$ cat config.mk
export PLATFORM = sky130hd
export DESIGN_NAME = srs_status
export DESIGN_NICKNAME = d
export VERILOG_FILES = /design/src/verilog/srs_pkg.sv /design/src/verilog/srs_status.sv
export VERILOG_INCLUDE_DIRS = /design/src /design/src/verilog
export SDC_FILE = /design/constraint.sdc
export NUM_CORES = 1
export LEC_CHECK = 0
export BUFFER_PORTS_ARGS = -buffer_cell sky130_fd_sc_hd__buf_4
export CAP_MARGIN = 20
export CORE_MARGIN = 2
export CORE_UTILIZATION = 60
export DETAILED_ROUTE_END_ITERATION = 8
export PLACE_DENSITY = 0.84
export SLEW_MARGIN = 20
export SYNTH_ARGS = -nofsm -noshare
export SYNTH_HDL_FRONTEND = slang
export SYNTH_SLANG_ARGS = --single-unit
$ cat constraint.sdc
create_clock -name clk -period 7.35 [get_ports clk]
set_input_delay 1.47 -clock clk [delete_from_list [all_inputs] [get_ports clk]]
set_output_delay 1.47 -clock clk [all_outputs]
set_load 0.01 [all_outputs]
$ cat src/verilog/srs_defs.svh
`ifndef SRS_DEFS_SVH
`define SRS_DEFS_SVH
// status byte bit positions
`define SRS_STB_QUES      3
`define SRS_STB_MAV       4
`define SRS_STB_ESB       5
`define SRS_STB_RQS       6
`define SRS_STB_OPER      7
`define SRS_STB_RQS_CLR   8'hbf
// standard event bit positions
`define SRS_ESR_OPC       0
`define SRS_ESR_QUERY     2
`define SRS_ESR_DEVICE    3
`define SRS_ESR_EXEC      4
`define SRS_ESR_CMD       5
`define SRS_ESR_PON       7
`define SRS_ESR_MASK      8'hbd
// warning group bits that exist; all others read zero
`define SRS_QUES_MASK     16'h0227
// argument limits
`define SRS_MASK_MAX      16'h00ff
`define SRS_SLOT_SAVE_MIN 16'h0001
`define SRS_SLOT_MAX      16'h0004
// reset values, default setting and sizes
`define SRS_ADDR_DEFAULT  5'h0a
`define SRS_SET_DEFAULT   16'h0000
`define SRS_ESR_RESET     8'h80
`define SRS_SET_W         16
`define SRS_SLOTS         4
`endif

$ cat src/verilog/srs_pkg.sv
`include "srs_defs.svh"
package srs_pkg;
  // common commands seen by the status block
  typedef enum logic [4:0] {
    SRS_CLS, SRS_ESE, SRS_ESE_Q, SRS_ESR_Q, SRS_OPC, SRS_OPC_Q, SRS_SRE, SRS_SRE_Q,
    SRS_STB_Q, SRS_WAI, SRS_RST, SRS_SAV, SRS_RCL, SRS_QCOND_Q, SRS_QEVENT_Q,
    SRS_QPTR, SRS_QPTR_Q, SRS_QNTR, SRS_QNTR_Q, SRS_OCOND_Q, SRS_OEVENT_Q
  } srs_op_t;

  typedef struct packed {
    srs_op_t     op;
    logic [15:0] arg;
  } srs_cmd_t;

  typedef struct packed {
    logic [15:0]                          qs1, qs2, qprev, ptr, ntr, qev;
    logic                                 ls1, ls2;
    logic [7:0]                           esr, ese, sre;
    logic                                 opc_armed, opc_q_wait, wai_hold;
    logic                                 remote, rqs;
    logic [4:0]                           addr;
    logic                                 rsp_valid;
    logic [15:0]                          rsp_data;
    logic                                 spoll_valid;
    logic [7:0]                           spoll_byte;
    logic [`SRS_SLOTS-1:0][`SRS_SET_W-1:0] slot;
    logic [`SRS_SET_W-1:0]                setting_out;
    logic                                 setting_load, settings_reset;
  } srs_state_t;
endpackage

$ cat src/verilog/srs_status.sv
`timescale 1ns/1ps
// Functional notes
// warning condition bits follow live inputs, never latched, read only.
// per-bit rise and fall filters choose which condition change sets events.
// filter registers read/write and survive clear-status.
// event registers latch, clear on read and on clear-status, read only.
// a set event bit stays set; further transitions are not counted.
// summary bit is OR of event ANDed with enable.
// enable registers read/write, untouched by clear-status or reads.
// status byte bit 6 is request service; while set drive SRQ.
// status byte bits 0-2 zero; 3 warning, 4 message, 5 event, 7 unused.
// status byte answered by serial poll and by status-byte query.
// standard event bits 0,2,3,4,5,7 defined; bits 1 and 6 zero.
// unused operation group condition and event always read zero.
// warning bits 0,1,2,5,9 only; all others zero.
// warning raised when settings may jointly yield an invalid output.
// warning group: condition, filters, event; others event and enable only.
// service request mask 0-255 written and read back.
// event enable 0-255 written and read back; event register queryable.
// operation complete set after pending work; query reports; wait stalls.
// clear-status clears event registers only.
// first bus command enters remote and locks the front panel.
// bus address defaults to 10, set only from the front panel.
// settings saved to slots 1-4, recalled from 0-4.
// request service set when any enabled status byte bit is set.
`include "srs_defs.svh"
module srs_status (
  // clock and reset
  input  wire logic                  clk,
  input  wire logic                  reset,
  // decoded common commands
  input  wire logic                  cmd_valid,
  input  wire srs_pkg::srs_cmd_t     cmd,
  output logic                       cmd_ready,
  // query answers
  output logic                       rsp_valid,
  output logic [15:0]                rsp_data,
  // serial poll
  input  wire logic                  spoll_req,
  output logic                       spoll_valid,
  output logic [7:0]                 spoll_byte,
  // warning conditions from the output stage, asynchronous
  input  wire logic [15:0]           warn_pin,
  // device events, same clock
  input  wire logic                  err_query,
  input  wire logic                  err_device,
  input  wire logic                  err_exec,
  input  wire logic                  err_command,
  input  wire logic                  msg_avail,
  input  wire logic                  busy,
  // front panel
  input  wire logic                  local_key,
  input  wire logic                  addr_wr,
  input  wire logic [4:0]            addr_data,
  output logic                       remote_lock,
  output logic [4:0]                 bus_addr,
  // service request line, open drain
  output logic                       srq_out,
  output logic                       srq_oe_n,
  // instrument setting store
  input  wire logic [`SRS_SET_W-1:0] setting_in,
  output logic [`SRS_SET_W-1:0]      setting_out,
  output logic                       setting_load,
  output logic                       settings_reset
);

  // ************************************************************
  // status byte assembly
  // ************************************************************

  // used for the status-byte query and the serial poll alike
  function automatic logic [7:0] srs_stb(input logic [15:0] qev, input logic [7:0] esr,
                                         input logic [7:0] ese, input logic [7:0] sre,
                                         input logic mav);
    logic [7:0] b;
    b = 8'h00;
    b[`SRS_STB_QUES] = |qev;
    b[`SRS_STB_MAV]  = mav;
    b[`SRS_STB_ESB]  = |(esr & ese);
    b[`SRS_STB_RQS]  = |(b & sre & `SRS_STB_RQS_CLR);
    return b;
  endfunction

  srs_pkg::srs_state_t st;
  srs_pkg::srs_state_t next_st;
  wire logic [15:0]    qhit;
  logic                take;

  // ************************************************************
  // transition filters
  // ************************************************************

  // one detector per warning bit on the synchronised condition
  genvar gi;
  generate
    for (gi = 0; gi < 16; gi++) begin : g_filt
      assign qhit[gi] = (st.qs2[gi] & ~st.qprev[gi] & st.ptr[gi])
                      | (~st.qs2[gi] & st.qprev[gi] & st.ntr[gi]);
    end
  endgenerate

  // stall while a wait or a completion query is outstanding
  assign cmd_ready = ~st.wai_hold & ~st.opc_q_wait;
  assign take      = cmd_valid & cmd_ready;

  // ************************************************************
  // next state
  // ************************************************************

  always_comb begin
    logic [15:0] q_new;
    logic [7:0]  e_new;
    logic        q_clr;
    logic        e_clr;
    logic        arg_mask_ok;
    logic        arg_slot_ok;
    q_new       = 16'h0000;
    e_new       = 8'h00;
    q_clr       = 1'b0;
    e_clr       = 1'b0;
    arg_mask_ok = cmd.arg <= `SRS_MASK_MAX;
    arg_slot_ok = cmd.arg <= `SRS_SLOT_MAX;
    next_st = st;
    next_st.rsp_valid      = 1'b0;
    next_st.spoll_valid    = 1'b0;
    next_st.setting_load   = 1'b0;
    next_st.settings_reset = 1'b0;
    // two-flop synchronisers; first stage feeds only the second
    next_st.qs1   = warn_pin;
    next_st.qs2   = st.qs1;
    next_st.qprev = st.qs2;
    next_st.ls1   = local_key;
    next_st.ls2   = st.ls1;
    // warnings: live condition through the filters, only real bits
    q_new = qhit & `SRS_QUES_MASK;
    e_new[`SRS_ESR_QUERY]  = err_query;
    e_new[`SRS_ESR_DEVICE] = err_device;
    e_new[`SRS_ESR_EXEC]   = err_exec;
    e_new[`SRS_ESR_CMD]    = err_command;
    // operation complete once pending work drains
    if (st.opc_armed && !busy) begin
      e_new[`SRS_ESR_OPC] = 1'b1;
      next_st.opc_armed   = 1'b0;
    end
    if (st.opc_q_wait && !busy) begin
      next_st.opc_q_wait = 1'b0;
      next_st.rsp_valid  = 1'b1;
      next_st.rsp_data   = 16'h0001;
    end
    if (st.wai_hold && !busy) begin
      next_st.wai_hold = 1'b0;
    end
    // serial poll snapshot of the live status byte
    if (spoll_req) begin
      next_st.spoll_valid = 1'b1;
      next_st.spoll_byte  = srs_stb(st.qev, st.esr, st.ese, st.sre, msg_avail);
    end
    if (take) begin
      next_st.remote = 1'b1;
      case (cmd.op)
        srs_pkg::SRS_CLS: begin
          q_clr = 1'b1;
          e_clr = 1'b1;
        end
        srs_pkg::SRS_ESE: begin
          if (arg_mask_ok) next_st.ese = cmd.arg[7:0];
          else e_new[`SRS_ESR_EXEC] = 1'b1;
        end
        srs_pkg::SRS_SRE: begin
          if (arg_mask_ok) next_st.sre = cmd.arg[7:0];
          else e_new[`SRS_ESR_EXEC] = 1'b1;
        end
        srs_pkg::SRS_ESE_Q: begin
          next_st.rsp_valid = 1'b1;
          next_st.rsp_data  = {8'h00, st.ese};
        end
        srs_pkg::SRS_SRE_Q: begin
          next_st.rsp_valid = 1'b1;
          next_st.rsp_data  = {8'h00, st.sre};
        end
        srs_pkg::SRS_ESR_Q: begin
          next_st.rsp_valid = 1'b1;
          next_st.rsp_data  = {8'h00, st.esr};
          e_clr = 1'b1;
        end
        srs_pkg::SRS_STB_Q: begin
          next_st.rsp_valid = 1'b1;
          next_st.rsp_data  = {8'h00, srs_stb(st.qev, st.esr, st.ese, st.sre, msg_avail)};
        end
        srs_pkg::SRS_OPC:   next_st.opc_armed  = 1'b1;
        srs_pkg::SRS_OPC_Q: next_st.opc_q_wait = 1'b1;
        srs_pkg::SRS_WAI:   next_st.wai_hold   = 1'b1;
        srs_pkg::SRS_RST:   next_st.settings_reset = 1'b1;
        srs_pkg::SRS_SAV: begin
          if (arg_slot_ok && cmd.arg >= `SRS_SLOT_SAVE_MIN)
            next_st.slot[cmd.arg[1:0] - 2'd1] = setting_in;
          else e_new[`SRS_ESR_EXEC] = 1'b1;
        end
        srs_pkg::SRS_RCL: begin
          if (arg_slot_ok) begin
            next_st.setting_load = 1'b1;
            next_st.setting_out  = (cmd.arg == 16'h0000) ? `SRS_SET_DEFAULT
                                 : st.slot[cmd.arg[1:0] - 2'd1];
          end else e_new[`SRS_ESR_EXEC] = 1'b1;
        end
        srs_pkg::SRS_QCOND_Q: begin
          next_st.rsp_valid = 1'b1;
          next_st.rsp_data  = st.qs2 & `SRS_QUES_MASK;
        end
        srs_pkg::SRS_QEVENT_Q: begin
          next_st.rsp_valid = 1'b1;
          next_st.rsp_data  = st.qev;
          q_clr = 1'b1;
        end
        srs_pkg::SRS_QPTR:   next_st.ptr = cmd.arg & `SRS_QUES_MASK;
        srs_pkg::SRS_QNTR:   next_st.ntr = cmd.arg & `SRS_QUES_MASK;
        srs_pkg::SRS_QPTR_Q: begin
          next_st.rsp_valid = 1'b1;
          next_st.rsp_data  = st.ptr;
        end
        srs_pkg::SRS_QNTR_Q: begin
          next_st.rsp_valid = 1'b1;
          next_st.rsp_data  = st.ntr;
        end
        srs_pkg::SRS_OCOND_Q, srs_pkg::SRS_OEVENT_Q: begin
          next_st.rsp_valid = 1'b1;
          next_st.rsp_data  = 16'h0000;
        end
        default: e_new[`SRS_ESR_CMD] = 1'b1;
      endcase
    end else if (st.ls2) begin
      next_st.remote = 1'b0;                            // local key returns control
    end
    // address only from the front panel, never from the bus
    if (addr_wr && !st.remote) next_st.addr = addr_data;
    // new events win over a clear in the same cycle; set bits just stay set
    next_st.qev = ((q_clr ? 16'h0000 : st.qev) | q_new) & `SRS_QUES_MASK;
    next_st.esr = ((e_clr ? 8'h00 : st.esr) | e_new) & `SRS_ESR_MASK;
    next_st.rqs = srs_stb(st.qev, st.esr, st.ese, st.sre, msg_avail)
                  >> `SRS_STB_RQS != 8'h00;
  end

  // ************************************************************
  // state register
  // ************************************************************

  // power-on leaves only the power-on event set
  always_ff @(posedge clk) begin
    if (reset) begin
      st      <= '0;
      st.addr <= `SRS_ADDR_DEFAULT;
      st.esr  <= `SRS_ESR_RESET;
    end else begin
      st <= next_st;
    end
  end

  // outputs straight from state flops; srq_out tied low
  assign rsp_valid      = st.rsp_valid;
  assign rsp_data       = st.rsp_data;
  assign spoll_valid    = st.spoll_valid;
  assign spoll_byte     = st.spoll_byte;
  assign remote_lock    = st.remote;
  assign bus_addr       = st.addr;
  assign srq_out        = 1'b0;
  assign srq_oe_n       = ~st.rqs;
  assign setting_out    = st.setting_out;
  assign setting_load   = st.setting_load;
  assign settings_reset = st.settings_reset;

  // ************************************************************
  // checks
  // ************************************************************

  chk_rise_sets_event: assert property (@(posedge clk) disable iff (reset)
    (st.qs2[0] && !st.qprev[0] && st.ptr[0]) |=> st.qev[0])
    else $error("rising warning did not set its event bit");

  chk_cls_keeps_masks: assert property (@(posedge clk) disable iff (reset)
    (take && cmd.op == srs_pkg::SRS_CLS) |=>
      $stable(st.ptr) && $stable(st.ntr) && $stable(st.ese) && $stable(st.sre))
    else $error("clear-status touched a filter or enable");

  chk_read_clears: assert property (@(posedge clk) disable iff (reset)
    (take && cmd.op == srs_pkg::SRS_QEVENT_Q && qhit == 16'h0000) |=>
      st.qev == 16'h0000 && rsp_valid)
    else $error("warning event not cleared by its read");

  chk_event_sticky: assert property (@(posedge clk) disable iff (reset)
    (st.esr[`SRS_ESR_CMD] && !(take && (cmd.op == srs_pkg::SRS_CLS
      || cmd.op == srs_pkg::SRS_ESR_Q))) |=> st.esr[`SRS_ESR_CMD])
    else $error("event bit dropped without a clear");

  chk_unused_zero: assert property (@(posedge clk) disable iff (reset)
    (st.esr & ~`SRS_ESR_MASK) == 8'h00 && (st.qev & ~`SRS_QUES_MASK) == 16'h0000)
    else $error("unused status bit reads one");

  chk_opc_done: assert property (@(posedge clk) disable iff (reset)
    (st.opc_armed && !busy) |=> st.esr[`SRS_ESR_OPC] && !st.opc_armed)
    else $error("operation complete not recorded");

  chk_remote_entry: assert property (@(posedge clk) disable iff (reset)
    take |=> remote_lock)
    else $error("command did not enter remote");

  chk_addr_local: assert property (@(posedge clk) disable iff (reset)
    !addr_wr |=> $stable(bus_addr))
    else $error("bus address changed without front panel write");

  chk_sre_zero_quiet: assert property (@(posedge clk) disable iff (reset)
    (take && cmd.op == srs_pkg::SRS_SRE && cmd.arg == 16'h0000) |-> ##2 srq_oe_n)
    else $error("service request with empty mask");

  // answers, summaries, stalls, events, address and settings; each watches one rule

  chk_fall_sets_event: assert property (@(posedge clk) disable iff (reset)
    (!st.qs2[9] && st.qprev[9] && st.ntr[9]) |=> st.qev[9])
    else $error("falling warning did not set its event bit");

  chk_cond_live: assert property (@(posedge clk) disable iff (reset)
    (take && cmd.op == srs_pkg::SRS_QCOND_Q) |=>
      rsp_valid && rsp_data == ($past(st.qs2) & `SRS_QUES_MASK))
    else $error("condition answer not the live warning state");

  chk_filter_readback: assert property (@(posedge clk) disable iff (reset)
    (take && cmd.op == srs_pkg::SRS_QNTR_Q) |=> rsp_valid && rsp_data == st.ntr)
    else $error("fall filter read back wrong");

  chk_spoll_answer: assert property (@(posedge clk) disable iff (reset)
    spoll_req |=> spoll_valid)
    else $error("serial poll not answered");

  chk_stb_zero_bits: assert property (@(posedge clk) disable iff (reset)
    spoll_valid |-> spoll_byte[2:0] == 3'b000 && !spoll_byte[`SRS_STB_OPER])
    else $error("unused status byte bit set");

  chk_esb_summary: assert property (@(posedge clk) disable iff (reset)
    (spoll_req && (st.esr & st.ese) != 8'h00) |=> spoll_byte[`SRS_STB_ESB])
    else $error("event summary missing from status byte");

  chk_rqs_drives_srq: assert property (@(posedge clk) disable iff (reset)
    ((st.esr & st.ese) != 8'h00 && st.sre[`SRS_STB_ESB]) |=> !srq_oe_n)
    else $error("service request line not pulled");

  chk_enable_by_write: assert property (@(posedge clk) disable iff (reset)
    !(take && cmd.op == srs_pkg::SRS_ESE) |=> $stable(st.ese))
    else $error("event enable changed without a write");

  chk_wai_release: assert property (@(posedge clk) disable iff (reset)
    (st.wai_hold && !busy) |=> cmd_ready)
    else $error("wait not released after pending work");

  chk_opc_query_answer: assert property (@(posedge clk) disable iff (reset)
    (st.opc_q_wait && !busy) |=> rsp_valid && rsp_data == 16'h0001)
    else $error("completion query not answered");

  chk_cls_clears: assert property (@(posedge clk) disable iff (reset)
    (take && cmd.op == srs_pkg::SRS_CLS && qhit == 16'h0000) |=> st.qev == 16'h0000)
    else $error("clear-status left a warning event");

  chk_addr_remote: assert property (@(posedge clk) disable iff (reset)
    st.remote |=> $stable(bus_addr))
    else $error("bus address changed while remote");

  chk_recall_pulse: assert property (@(posedge clk) disable iff (reset)
    (take && cmd.op == srs_pkg::SRS_RCL && cmd.arg <= `SRS_SLOT_MAX) |=> setting_load)
    else $error("recall did not load a setting");

  chk_save_slot: assert property (@(posedge clk) disable iff (reset)
    (take && cmd.op == srs_pkg::SRS_SAV && cmd.arg == 16'h0002) |=>
      st.slot[1] == $past(setting_in))
    else $error("save did not store the setting");

  chk_oper_zero: assert property (@(posedge clk) disable iff (reset)
    (take && (cmd.op == srs_pkg::SRS_OCOND_Q || cmd.op == srs_pkg::SRS_OEVENT_Q)) |=>
      rsp_valid && rsp_data == 16'h0000)
    else $error("unused operation group read nonzero");

endmodule

==> impl_metrics.tcl <==
set metrics [dict create \
    cts_buffers 17 \
    grt_overflow_total 0 \
    area_delta_synth_final_pct 14.8 \
    synth_top_family_by_area "simple AND/OR/NAND/NOR gates" \
    worstMarginPinSlew_ns 1.07 \
    hold_class "reg2reg" \
    grt_max_degree 107 \
    fmaxAchievable_ghz 0.294 \
    ys.flop_type "dfxtp_1" \
    postSynthAreaPerCell_um2 9.55 \
    synthMuxAreaShare_pct 16.2 \
    core_um2 11900 \
    num_rows 40 \
    detail-route-antenna-nets 0 \
    regArea_um2 3360 \
    synth_top_cell_by_area "dfxtp_1" \
    numClockSinks 168 \
    diodes 0 \
    peakVddDrop_uv 182 \
    power_density_nw_per_um2 226 \
    setup.worst_path.end_class "register" \
    combPwrFrac_pct 6.0 \
    final_layout_size_suffix_gt1_share_pct 20.2 \
    final_nets 872 \
    final.setup.worst_slack_ns 3.95 \
    hold_buffers 0 \
    synth_edf_count 0 \
    path_delay_family "simple AND/OR/NAND/NOR gates" \
    crit_slowest_cell "nand4b_1" \
    arrival_ns 3.67 \
    cpPeakStageDelay_ns 0.74 \
    cp_cell_sequence "buf_4, nor4_1, and2_1, nand4b_1, nand3_1, a21oi_1" \
    fin_setup_tns_ns 0 \
    root_buffer "clkbuf_16" \
    crit_fanout 16 \
    initial_utilization_pct 60.8 \
    finalSetupViolCount 0 \
    nFillCells 868 \
    drc_errors 0 \
    path_class "in2reg" \
    dpl_worst_slack_ns 3.53 \
    slew_headroom_pct 28.6 \
    p_int_mw 1.44 \
    fin_skew_ns 0.00762 \
    synth_cell_type_count 50 \
    hold_viol_final 0 \
    synth_top_cell_area_share_pct 46.7 \
    grt_pass1_vias 5486 \
    synth_xor_area_share_pct 0.121 \
    status "finished, final reports clean" \
    power_switching_mw 0.429 \
    synth_area_leaders "dfxtp_1 47%, mux2i_1 11%, nor2_1 5.5%" \
    place_congestion 0.939 \
    synth-simple-area-share_pct 19.3 \
    max_cap_viol_count 0 \
    grt_first_pass_wirelength_um 27100 \
    post_cts_resized 0 \
    yosys.area_share.adder_pct 0.694 \
    clk_latency_ns 0.43 \
    via_count 5640 \
    post-route-util_pct 69.8 \
    drtIter0Drc 512 \
    seq_area_frac_synth_pct 46.7 \
    routed_wl_um 17100 \
    clock_path_buffers 2 \
    cts_tree "built" \
    leakage_nw 3.40 \
    synth_compound_area_share_pct 9.18 \
    grt.total_usage_pct 26.7 \
    firstDrtPassIters 7 \
    die_h_um 114 \
    htreeDepth 4 \
    p_seq_share_pct 49.6 \
    worst_setup_path_start_kind "primary input" \
    io_pins 123 \
    synth.most_common_cell "dfxtp_1" \
    dieArea_um2 12900 \
    hpwl_um 11500 \
    crit_buf_inv 1 \
    clkPwrFrac_pct 44.4 \
    yosys_warnings 0 \
    antenna_found_initial 0 \
    report.final.slew_viol_count 0 \
    place_inst 926 \
    fin_cells 958 \
    wl_per_cell_um 17.8 \
    viasPerCell 5.89 \
    worst_ep_required_time_ns 7.62 \
    rsz0062_at_grt "false" \
    syn-cell-area_um2 7210 \
    ys_ff_latch 168 \
    period_minus_slack_ns 3.40 \
    cts_setup_buffers 0 \
    period_share_pct 46.2 \
    async_reset_ff_share_pct 0 \
    dieWidth_um 114 \
    multi_input_area_um2 3320 \
    p_sw_share_pct 23.0 \
    synth_commonest_cells "168 x dfxtp_1, 106 x nor2_1, 81 x mux2i_1" \
    synthCells 755 \
    portBuffers 106 \
    p_total_mw 1.87 \
    clk_pin_slew_worst_paths_ns 0.06 \
]
power groups by stage:
stage | logic, mW | registers [mW] | clock network, mW
after global routing | 0.121 | 0.928 | 0.878
after CTS | 0.111 | 0.927 | 0.835
after global placement | 0.108 | 0.947 | 0
after detailed placement | 0.111 | 0.947 | 0
after floorplan | 0.0658 | 0.946 | 0
final | 0.112 | 0.927 | 0.829
logic make-up (layout without fill, tap and decap cells):
family / count (synthesis) / in the layout
AO/OA/AOI/OAI: 101 / 101
XOR/XNOR: 1 / 1
AND/OR/NAND/NOR: 285 / 285
other: 1 / 5
multiplexers: 97 / 97
buffers and inverters: 98 / 150
flip-flops: 168 / 168
adder cells (fa/ha/maj): 4 / 4
path summary, 6_finish.rpt:
| check | depth (start not counted) | from | slack [ns] | end |
|---|---|---|---|---|
| worst min register to register | 1 | next_st[213]$_SDFF_PP0_ | 0.44 | next_st[197]$_SDFF_PP0_ |
| worst max-delay path | 6 | cmd[9] | 3.95 | setting_out[5]$_SDFFE_PP0P_ |
| worst min-delay path | 1 | next_st[213]$_SDFF_PP0_ | 0.44 | next_st[197]$_SDFF_PP0_ |
| worst max register to register | 5 | st[116]$_SDFF_PP0_ | 4.70 | st[33]$_SDFFE_PP0P_ |
sequential cells by signal, indices dropped and copies added, names as in the netlist:
signal	count
spoll_valid	1
rsp_data	16
remote_lock	1
rsp_valid	1
bus_addr	5
st	111
setting_out	16
setting_load	1
next_st	11
settings_reset	1
spoll_byte	4
cell type report:
cell class | instances | share of cell area [%]
inverters | 6 | 0.272
well taps | 147 | 2.22
multi-input cells | 493 | 40.1
flip-flops and latches | 168 | 40.6
clock inverters | 12 | 1.22
repair buffers | 112 | 10.2
clock buffers | 20 | 5.40
metal layers:
metal / vias up / GRT usage (%) / part of all wire (%)
li1: 2677 / - / -
met1: 2725 / 33.7 / 42
met2: 209 / 43.8 / 49
met3: 29 / 7.28 / 7.0
met4: 0 / 11.1 / 1.9
met5: - / 0 / 0
metrics by stage:
stage	hold slack, ns	area (um^2)
2_1_floorplan	0.414	7220
3_3_place_gp	0.419	7720
3_5_place_dp	0.431	7720
4_1_cts	0.445	8270
5_1_grt	0.457	8280
6_report	0.440	8280
cell usage in the layout, fill, tap and decap left out, types with 5 or more instances in the layout:
cell type,instances
nand2_1,66
mux4_2,16
nor4_1,5
o21ai_0,9
a21oi_1,46
and2_1,10
nand3_1,22
o2bb2ai_1,5
conb_1,5
buf_4,112
inv_1,6
clkinvlp_4,5
a222oi_1,6
clkbuf_16,17
dfxtp_1,168
nand2b_1,7
nand3b_1,7
nand4_1,6
nor2b_1,24
mux2i_1,81
clkinv_2,5
a22oi_1,13
nor2_1,106
nor3_1,8
(Power assumes the default switching activity.)
